## config.mk

```make
export PLATFORM = sky130hd
export DESIGN_NAME = flash_self_program_sequencer
export DESIGN_NICKNAME = d
export VERILOG_FILES = /design/src/design/flash_self_program_sequencer.v /design/src/design/page_buffer.v
export VERILOG_INCLUDE_DIRS = /design/src /design/src/design
export SDC_FILE = /design/constraint.sdc
export NUM_CORES = 1
export LEC_CHECK = 0
export ABC_AREA = 1
export BUFFER_PORTS_ARGS = -buffer_cell sky130_fd_sc_hd__buf_2
export CELL_PAD_IN_SITES_DETAIL_PLACEMENT = 2
export CELL_PAD_IN_SITES_GLOBAL_PLACEMENT = 2
export CORE_MARGIN = 3
export CORE_UTILIZATION = 40
export DETAILED_ROUTE_END_ITERATION = 12
export PLACE_DENSITY_LB_ADDON = 0.1
export RECOVER_POWER = 100
export REMOVE_ABC_BUFFERS = 1
export SYNTH_ARGS = -nofsm -noshare
export SYNTH_HDL_FRONTEND = slang
export SYNTH_SLANG_ARGS = --single-unit
```

## constraint.sdc

```tcl
create_clock -name core_clk -period 3.2 [get_ports core_clk]
set_input_delay 0.16 -clock core_clk [delete_from_list [all_inputs] [get_ports core_clk]]
set_output_delay 0.16 -clock core_clk [all_outputs]
set_load 0.1 [all_outputs]
```

## src/design/flash_spm_defines.vh

```
`ifndef FLASH_SPM_DEFINES_VH
`define FLASH_SPM_DEFINES_VH

// AXI4-Lite register byte addresses.
`define ADDR_CTRL 4'h0
`define ADDR_PTR 4'h4
`define ADDR_DATA 4'h8
`define ADDR_STAT 4'hc

// Control register fields and command codes.
`define CTRL_WIDTH 8
`define CMD_LOAD 8'h01
`define CMD_ERASE 8'h03
`define CMD_WRITE 8'h05
`define BIT_ENABLE 0
`define BIT_CLEAR_BUF 4
`define CTRL_RESET 8'h00

// Status register fields.
`define STAT_BUSY 0
`define STAT_ARMED 1
`define STAT_BLOCKED 2

// Timed window and programming time.
`define ARM_WINDOW_CYCLES 3'd4
`define CLK_MHZ 25
`define PROG_TIME_MIN_US 3700
`define PROG_TIME_MAX_US 4500
`define PROG_CYCLES (`PROG_TIME_MIN_US * `CLK_MHZ)

`endif

```

## src/design/flash_self_program_sequencer.v

```verilog
// The AXI4-Lite interface to the registers and the register offsets were left to the implementer.
`timescale 1ns/1ps
`include "flash_spm_defines.vh"

module flash_self_program_sequencer #(
    parameter WORD_BITS = 5,
    parameter PROG_CYCLES = `PROG_CYCLES
) (
    // Clock and reset
    input wire core_clk,
    input wire sys_rst,
    // AXI4-Lite write address
    input wire [3:0] s_axi_awaddr,
    input wire s_axi_awvalid,
    output reg s_axi_awready,
    // AXI4-Lite write data
    input wire [31:0] s_axi_wdata,
    input wire [3:0] s_axi_wstrb,
    input wire s_axi_wvalid,
    output reg s_axi_wready,
    // AXI4-Lite write response
    output reg [1:0] s_axi_bresp,
    output reg s_axi_bvalid,
    input wire s_axi_bready,
    // AXI4-Lite read address
    input wire [3:0] s_axi_araddr,
    input wire s_axi_arvalid,
    output reg s_axi_arready,
    // AXI4-Lite read data
    output reg [31:0] s_axi_rdata,
    output reg [1:0] s_axi_rresp,
    output reg s_axi_rvalid,
    input wire s_axi_rready,
    // Core side
    input wire self_program_enable,
    input wire store_program_strobe,
    input wire load_program_strobe,
    output reg core_stall,
    output reg [15:0] lpm_byte_addr,
    output reg lpm_fuse_blocked,
    // EEPROM status
    input wire eeprom_write_busy_bit,
    // Flash array
    output reg flash_erase,
    output reg flash_write,
    output reg [15-WORD_BITS-1:0] flash_page,
    output reg [WORD_BITS-1:0] flash_word,
    output reg [15:0] flash_wdata
);
    localparam PAGE_BITS = 15 - WORD_BITS;
    localparam ST_IDLE = 2'd0;
    localparam ST_ERASE = 2'd1;
    localparam ST_WRITE = 2'd2;
    localparam ST_DUMP = 2'd3;

    reg [7:0] program_store_control_reg_ff;
    reg [15:0] ptr_ff;
    reg [15:0] data_register_pair_ff;
    reg [2:0] window_ff;
    reg [1:0] state_ff;
    reg [31:0] timer_ff;
    reg [WORD_BITS-1:0] dump_ff;
    reg aw_hold_ff;
    reg w_hold_ff;
    reg [3:0] aw_addr_ff;
    reg [31:0] w_data_ff;
    reg [3:0] w_strb_ff;
    reg load_busy_ff;
    reg buf_clear;
    reg buf_load;

    wire [WORD_BITS-1:0] word_in_page_field = ptr_ff[WORD_BITS:1];
    wire [PAGE_BITS-1:0] page_index_field = ptr_ff[15:WORD_BITS+1];
    wire armed = window_ff != 3'd0;
    wire go = armed && store_program_strobe && !self_program_enable
        && !eeprom_write_busy_bit;
    wire [7:0] cmd = program_store_control_reg_ff;
    wire [15:0] buf_rd_data;
    wire buf_rd_valid;
    wire wr_fire = aw_hold_ff && w_hold_ff && !s_axi_bvalid;

    page_buffer #(.WORD_BITS(WORD_BITS)) u_buf (
        .core_clk(core_clk),
        .sys_rst(sys_rst),
        .clear(buf_clear),
        .load(buf_load),
        .load_addr(word_in_page_field),
        .load_data(data_register_pair_ff),
        .rd_addr(dump_ff),
        .rd_data(buf_rd_data),
        .rd_valid(buf_rd_valid),
        .dup_load()
    );

    always @* begin
        buf_load = go && cmd == `CMD_LOAD;
        buf_clear = (state_ff == ST_DUMP && dump_ff == {WORD_BITS{1'b1}})
            || (wr_fire && aw_addr_ff == `ADDR_CTRL && w_strb_ff[0]
                && w_data_ff[`BIT_CLEAR_BUF])
            || (load_busy_ff && eeprom_write_busy_bit);
    end

    // Write channel: address and data are taken independently, in any order.
    always @(posedge core_clk) begin
        if (sys_rst) begin
            aw_hold_ff <= 1'b0;
            w_hold_ff <= 1'b0;
            aw_addr_ff <= 4'h0;
            w_data_ff <= 32'h0;
            w_strb_ff <= 4'h0;
            s_axi_awready <= 1'b0;
            s_axi_wready <= 1'b0;
            s_axi_bvalid <= 1'b0;
            s_axi_bresp <= 2'b00;
        end else begin
            s_axi_awready <= !aw_hold_ff && !s_axi_awready && s_axi_awvalid;
            s_axi_wready <= !w_hold_ff && !s_axi_wready && s_axi_wvalid;
            if (s_axi_awvalid && s_axi_awready) begin
                aw_hold_ff <= 1'b1;
                aw_addr_ff <= s_axi_awaddr;
            end
            if (s_axi_wvalid && s_axi_wready) begin
                w_hold_ff <= 1'b1;
                w_data_ff <= s_axi_wdata;
                w_strb_ff <= s_axi_wstrb;
            end
            if (wr_fire) begin
                s_axi_bvalid <= 1'b1;
                s_axi_bresp <= (aw_addr_ff[1:0] != 2'b00) ? 2'b10 : 2'b00;
            end else if (s_axi_bvalid && s_axi_bready) begin
                s_axi_bvalid <= 1'b0;
                aw_hold_ff <= 1'b0;
                w_hold_ff <= 1'b0;
            end
        end
    end

    // Register writes, window and sequencer.
    always @(posedge core_clk) begin
        if (sys_rst) begin
            program_store_control_reg_ff <= `CTRL_RESET;
            ptr_ff <= 16'h0;
            data_register_pair_ff <= 16'h0;
            window_ff <= 3'd0;
            state_ff <= ST_IDLE;
            timer_ff <= 32'd0;
            dump_ff <= {WORD_BITS{1'b0}};
            load_busy_ff <= 1'b0;
            core_stall <= 1'b0;
            flash_erase <= 1'b0;
            flash_write <= 1'b0;
            flash_page <= {PAGE_BITS{1'b0}};
            flash_word <= {WORD_BITS{1'b0}};
            flash_wdata <= 16'h0;
        end else begin
            flash_write <= 1'b0;
            if (window_ff != 3'd0) begin
                window_ff <= window_ff - 3'd1;
            end
            if (window_ff == 3'd1 && !go) begin
                program_store_control_reg_ff <= `CTRL_RESET;
            end
            if (buf_clear) begin
                load_busy_ff <= 1'b0;
            end
            if (wr_fire && state_ff == ST_IDLE) begin
                case (aw_addr_ff)
                    `ADDR_CTRL: begin
                        if (w_strb_ff[0] && !eeprom_write_busy_bit) begin
                            // The clear acts at once; leaving the enable bit armed would turn
                            // the following store into an unwanted buffer load.
                            if (w_data_ff[`BIT_CLEAR_BUF]) begin
                                program_store_control_reg_ff <= `CTRL_RESET;
                                window_ff <= 3'd0;
                            end else begin
                                program_store_control_reg_ff <= w_data_ff[7:0];
                                window_ff <= w_data_ff[`BIT_ENABLE] ? `ARM_WINDOW_CYCLES : 3'd0;
                            end
                        end
                    end
                    `ADDR_PTR: begin
                        if (w_strb_ff[0]) ptr_ff[7:0] <= w_data_ff[7:0];
                        if (w_strb_ff[1]) ptr_ff[15:8] <= w_data_ff[15:8];
                    end
                    `ADDR_DATA: begin
                        if (w_strb_ff[0]) data_register_pair_ff[7:0] <= w_data_ff[7:0];
                        if (w_strb_ff[1]) data_register_pair_ff[15:8] <= w_data_ff[15:8];
                    end
                    default: begin
                    end
                endcase
            end
            case (state_ff)
                ST_IDLE: begin
                    if (go) begin
                        window_ff <= 3'd0;
                        program_store_control_reg_ff <= `CTRL_RESET;
                        case (cmd)
                            `CMD_LOAD: load_busy_ff <= 1'b1;
                            `CMD_ERASE: begin
                                // Word bits and data pair are not used here.
                                flash_page <= page_index_field;
                                flash_erase <= 1'b1;
                                core_stall <= 1'b1;
                                timer_ff <= PROG_CYCLES;
                                state_ff <= ST_ERASE;
                            end
                            `CMD_WRITE: begin
                                flash_page <= page_index_field;
                                core_stall <= 1'b1;
                                dump_ff <= {WORD_BITS{1'b0}};
                                state_ff <= ST_DUMP;
                            end
                            default: begin
                            end
                        endcase
                    end
                end
                ST_DUMP: begin
                    // Unloaded words are written as erased.
                    flash_write <= 1'b1;
                    flash_word <= dump_ff;
                    flash_wdata <= buf_rd_data;
                    dump_ff <= dump_ff + {{(WORD_BITS-1){1'b0}}, 1'b1};
                    if (dump_ff == {WORD_BITS{1'b1}}) begin
                        load_busy_ff <= 1'b0;
                        timer_ff <= PROG_CYCLES;
                        state_ff <= ST_WRITE;
                    end
                end
                ST_ERASE, ST_WRITE: begin
                    if (timer_ff <= 32'd1) begin
                        flash_erase <= 1'b0;
                        core_stall <= 1'b0;
                        state_ff <= ST_IDLE;
                    end else begin
                        timer_ff <= timer_ff - 32'd1;
                    end
                end
                default: state_ff <= ST_IDLE;
            endcase
        end
    end

    // Byte address for program reads and fuse-read blocking.
    always @(posedge core_clk) begin
        if (sys_rst) begin
            lpm_byte_addr <= 16'h0;
            lpm_fuse_blocked <= 1'b0;
        end else begin
            if (load_program_strobe) lpm_byte_addr <= ptr_ff;
            lpm_fuse_blocked <= eeprom_write_busy_bit;
        end
    end

    // Read channel.
    always @(posedge core_clk) begin
        if (sys_rst) begin
            s_axi_arready <= 1'b0;
            s_axi_rvalid <= 1'b0;
            s_axi_rdata <= 32'h0;
            s_axi_rresp <= 2'b00;
        end else begin
            s_axi_arready <= !s_axi_rvalid && !s_axi_arready && s_axi_arvalid;
            if (s_axi_arvalid && s_axi_arready) begin
                s_axi_rvalid <= 1'b1;
                s_axi_rresp <= 2'b00;
                case (s_axi_araddr)
                    `ADDR_CTRL: s_axi_rdata <= {24'h0, program_store_control_reg_ff};
                    `ADDR_PTR: s_axi_rdata <= {16'h0, ptr_ff};
                    `ADDR_DATA: s_axi_rdata <= {16'h0, data_register_pair_ff};
                    `ADDR_STAT: s_axi_rdata <= {29'h0, eeprom_write_busy_bit,
                        armed, state_ff != ST_IDLE};
                    default: begin
                        s_axi_rdata <= 32'h0;
                        s_axi_rresp <= 2'b10;
                    end
                endcase
            end else if (s_axi_rvalid && s_axi_rready) begin
                s_axi_rvalid <= 1'b0;
            end
        end
    end
endmodule // flash_self_program_sequencer

```

## src/design/page_buffer.v

```verilog
`timescale 1ns/1ps
`include "flash_spm_defines.vh"

module page_buffer #(
    parameter WORD_BITS = 5
) (
    // Clock and reset
    input wire core_clk,
    input wire sys_rst,
    // Control
    input wire clear,
    input wire load,
    input wire [WORD_BITS-1:0] load_addr,
    input wire [15:0] load_data,
    // Readout
    input wire [WORD_BITS-1:0] rd_addr,
    output wire [15:0] rd_data,
    output wire rd_valid,
    output wire dup_load
);
    localparam DEPTH = 1 << WORD_BITS;
    reg [15:0] mem [0:DEPTH-1];
    reg [DEPTH-1:0] used_ff;
    // A cleared location reads as erased flash.
    assign rd_data = used_ff[rd_addr] ? mem[rd_addr] : 16'hffff;
    assign rd_valid = used_ff[rd_addr];
    // A load that meets a clear lands in the freshly cleared buffer, so the set wins.
    wire take = load && (clear || !used_ff[load_addr]);
    assign dup_load = load && !take;

    always @(posedge core_clk) begin
        if (sys_rst) begin
            used_ff <= {DEPTH{1'b0}};
        end else begin
            if (clear) begin
                used_ff <= {DEPTH{1'b0}};
            end
            if (take) begin
                used_ff[load_addr] <= 1'b1;
            end
        end
    end

    always @(posedge core_clk) begin
        if (take) begin
            mem[load_addr] <= load_data;
        end
    end
endmodule // page_buffer

```

==> impl_metrics.json <==
{
  "ys_warn_count": 0,
  "root_buffer": "clkbuf_16",
  "synth_flop_cell": "edfxtp_1",
  "rsz0062_at_grt": "false",
  "gp_congestion": 0.807,
  "drtAntennaViolNets": 0,
  "antenna_found_initial": 3,
  "area_delta_synth_final_pct": 15.1,
  "nFillCells": 8087,
  "violations": "max-capacitance violations, max-slew violations",
  "p_leak_uw": 0.0128,
  "timing.slew.headroom": -0.717,
  "async_flop_share": 0,
  "finalCriticalPeriod_ns": 3.02,
  "synth_area_leaders": "edfxtp_1 (50%), dfxtp_1 (14%), nor2_1 (8.0%)",
  "clock_sinks": 730,
  "worstMarginPinSlew_ns": 2.58,
  "drc": 0,
  "setup_violations": 0,
  "syn_avg_cell_area_sq_um": 9.64,
  "min_period_over_period": 0.945,
  "die_w_um": 283,
  "seq_area_frac_synth": 0.642,
  "vias": 24389,
  "power_uw": 19800,
  "routed_via_density": 5.50,
  "required_ns": 3.52,
  "ys_types": 38,
  "grt_pass1_wl_um": 167000,
  "cts_tree": "done",
  "grt_pass1_vias": 26835,
  "r2r_cells": 12,
  "yosysTopAreaCell": "edfxtp_1",
  "num_io_pins": 147,
  "synth_edf_count": 512,
  "setup_tns_ns": 0,
  "path_clk_slew_ns": 0.06,
  "synthTopCellsByCount": "nor2_1 (657), edfxtp_1 (512), nand2_1 (453)",
  "wl_per_cell_um": 24.7,
  "ys_ff_latch": 730,
  "post-cts-setup-buffers": 0,
  "synth_cells": 3189,
  "clock_latency_ns": 0.65,
  "cp-start-kind": "flip-flop",
  "multi_input_area_sq_um": 9520,
  "finalMaxSlewViolations": 500,
  "synth_area_sq_um": 30800,
  "start_util": 0.404,
  "portBuffers": 110,
  "drt_iter0_drc": 1758,
  "maxCapViolCount": 14,
  "crit_type": "flip-flop to flip-flop",
  "hp-class": "input pin to flip-flop",
  "grt_remaining_overflow": 0,
  "path_max_fanout": 34,
  "fmax_mhz": 331,
  "synth_most_common_cell": "nor2_1",
  "grt_max_degree": 142,
  "outcome": "finished with violations",
  "coreArea_sq_um": 76100,
  "dp_hpwl_um": 69100,
  "fp-row-count": 101,
  "hold_viol_final": 0,
  "drive_gt1_frac": 0.0796,
  "die-area_sq_um": 80200,
  "firstDrtPassIters": 7,
  "fin_nets": 3403,
  "power_density_nw_per_um2": 558,
  "vdd_drop_max_mv": 0.412,
  "end_kind": "flip-flop",
  "skew_ns": 0.0364,
  "cts_buffers": 81,
  "worstPathArrival_ns": 3.34,
  "die_y_um": 283,
  "synth_top_area_share": 0.500,
  "track_usage": 0.271,
  "htree_levels": 3,
  "wirelength_um": 110000,
  "seq_area_sq_um": 19700,
  "whs_path_depth": 6,
  "clock_path_buffers": 3
}
[worst max-delay path: stages, from the launching register on]
cell	delay, ns
dfxtp_1	0.35
inv_1	0.10
ha_1	0.22
nand2_2	0.14
nand3_2	0.19
nor4_4	0.35
buf_6	0.34
nand2_2	0.12
inv_2	0.09
nand2_1	0.05
clkbuf_4	0.24
nor2_1	0.18
buf_4	0.30
[cells by family (layout without fill, tap and decap cells)]
| group | Yosys count | count (layout) | share of synthesized area |
|---|---|---|---|
| simple gates | 1362 | 1362 | 0.179 |
| flops | 730 | 730 | 0.642 |
| compound gates | 689 | 689 | 0.119 |
| buf+inv | 378 | 578 | 0.0514 |
| xor+xnor | 20 | 20 | 0.00570 |
| fa+ha+maj | 9 | 9 | 0.00366 |
| other cells | 1 | 20 | 0.000122 |
[area by class of cell]
class	count	area share
Clock buffer	104	0.0623
Antenna cell	2	0.000141
Tap cell	1030	0.0364
Inverter	181	0.0194
Multi-Input combinational cell	2098	0.269
Clock inverter	46	0.0107
Sequential cell	730	0.558
Timing Repair Buffer	247	0.0440
[per-stage QoR]
step	hold slack [ns]	instances	utilization	instance area (sq um)	worst slack, ns
6_report	0.0655	4438	0.465	35400	0.175
5_1_grt	0.0695	4437	0.465	35400	0.0186
4_1_cts	0.0352	4436	0.468	35600	0.0723
3_5_place_dp	0.415	4255	0.430	32700	0.147
3_3_place_gp	0.406	4255	0.430	32700	0.312
2_1_floorplan	0.229	3009	-	29900	-5.66
[registers in the layout, summed over array words and instances (netlist names), 2 cells and up, named ones only]
name,count
aw_addr_ff,4
cmd,8
data_register_pair_ff,16
dump_ff,5
flash_page,10
flash_wdata,16
flash_word,5
lpm_byte_addr,16
ptr_ff,16
s_axi_rdata,16
state_ff,2
timer_ff,32
u_buf.mem,512
u_buf.used_ff,32
w_data_ff,16
w_strb_ff,2
window_ff,3
[per-layer routing]
metal / vias up / part of all wire / track usage
li1: 11135 / - / -
met1: 12521 / 0.42 / 0.347
met2: 555 / 0.50 / 0.472
met3: 178 / 0.043 / 0.0398
met4: 0 / 0.035 / 0.0923
met5: - / 0 / 0
[report_power, final]
| part | internal (uW) | total [uW] | switching [uW] |
|---|---|---|---|
| Clock | 5150 | 9160 | 4010 |
| Combinational | 122 | 548 | 427 |
| Sequential | 10000 | 10100 | 31.7 |
[timing repair]
action	4_1_cts	5_1_grt
endpoints found under the hold margin	32	0
setup endpoints to repair	0	247
gates resized for setup	0	2
hold buffers	31	0
[cell usage in the layout (no fill, tap or decap), types with 4 or more instances in the layout]
master	synthesis	routed
inv_6	0	4
edfxtp_1	512	512
dfxtp_1	218	215
buf_12	0	8
clkbuf_4	0	23
nor3_1	22	22
ha_1	9	9
buf_4	26	39
inv_2	5	5
o21ai_1	11	11
clkbuf_8	0	9
or2_1	4	4
clkbuf_1	115	112
or2_2	8	8
nand4_1	4	4
clkinv_2	1	15
conb_1	1	18
buf_2	45	38
nor2_1	657	649
o211ai_1	67	67
o22ai_1	10	10
o21ai_0	412	412
xor2_1	17	17
dlygate4sd3_1	0	31
a21oi_1	184	184
clkinv_1	4	22
nor2_2	2	10
clkbuf_16	0	81
inv_1	171	170
clkbuf_2	0	8
nand2_1	453	453
nand3_1	201	201
[path summary, 6_finish.rpt]
path | start | end | slack, ns
setup reg to reg | window_ff[0] | u_buf.mem[3][15] | 0.18
hold reg to reg | s_axi_awready | s_axi_awready | 0.45
hold / removal | self_program_enable | flash_erase | 0.07
setup / recovery | window_ff[0] | u_buf.mem[3][15] | 0.18
(Power assumes the default switching activity.)
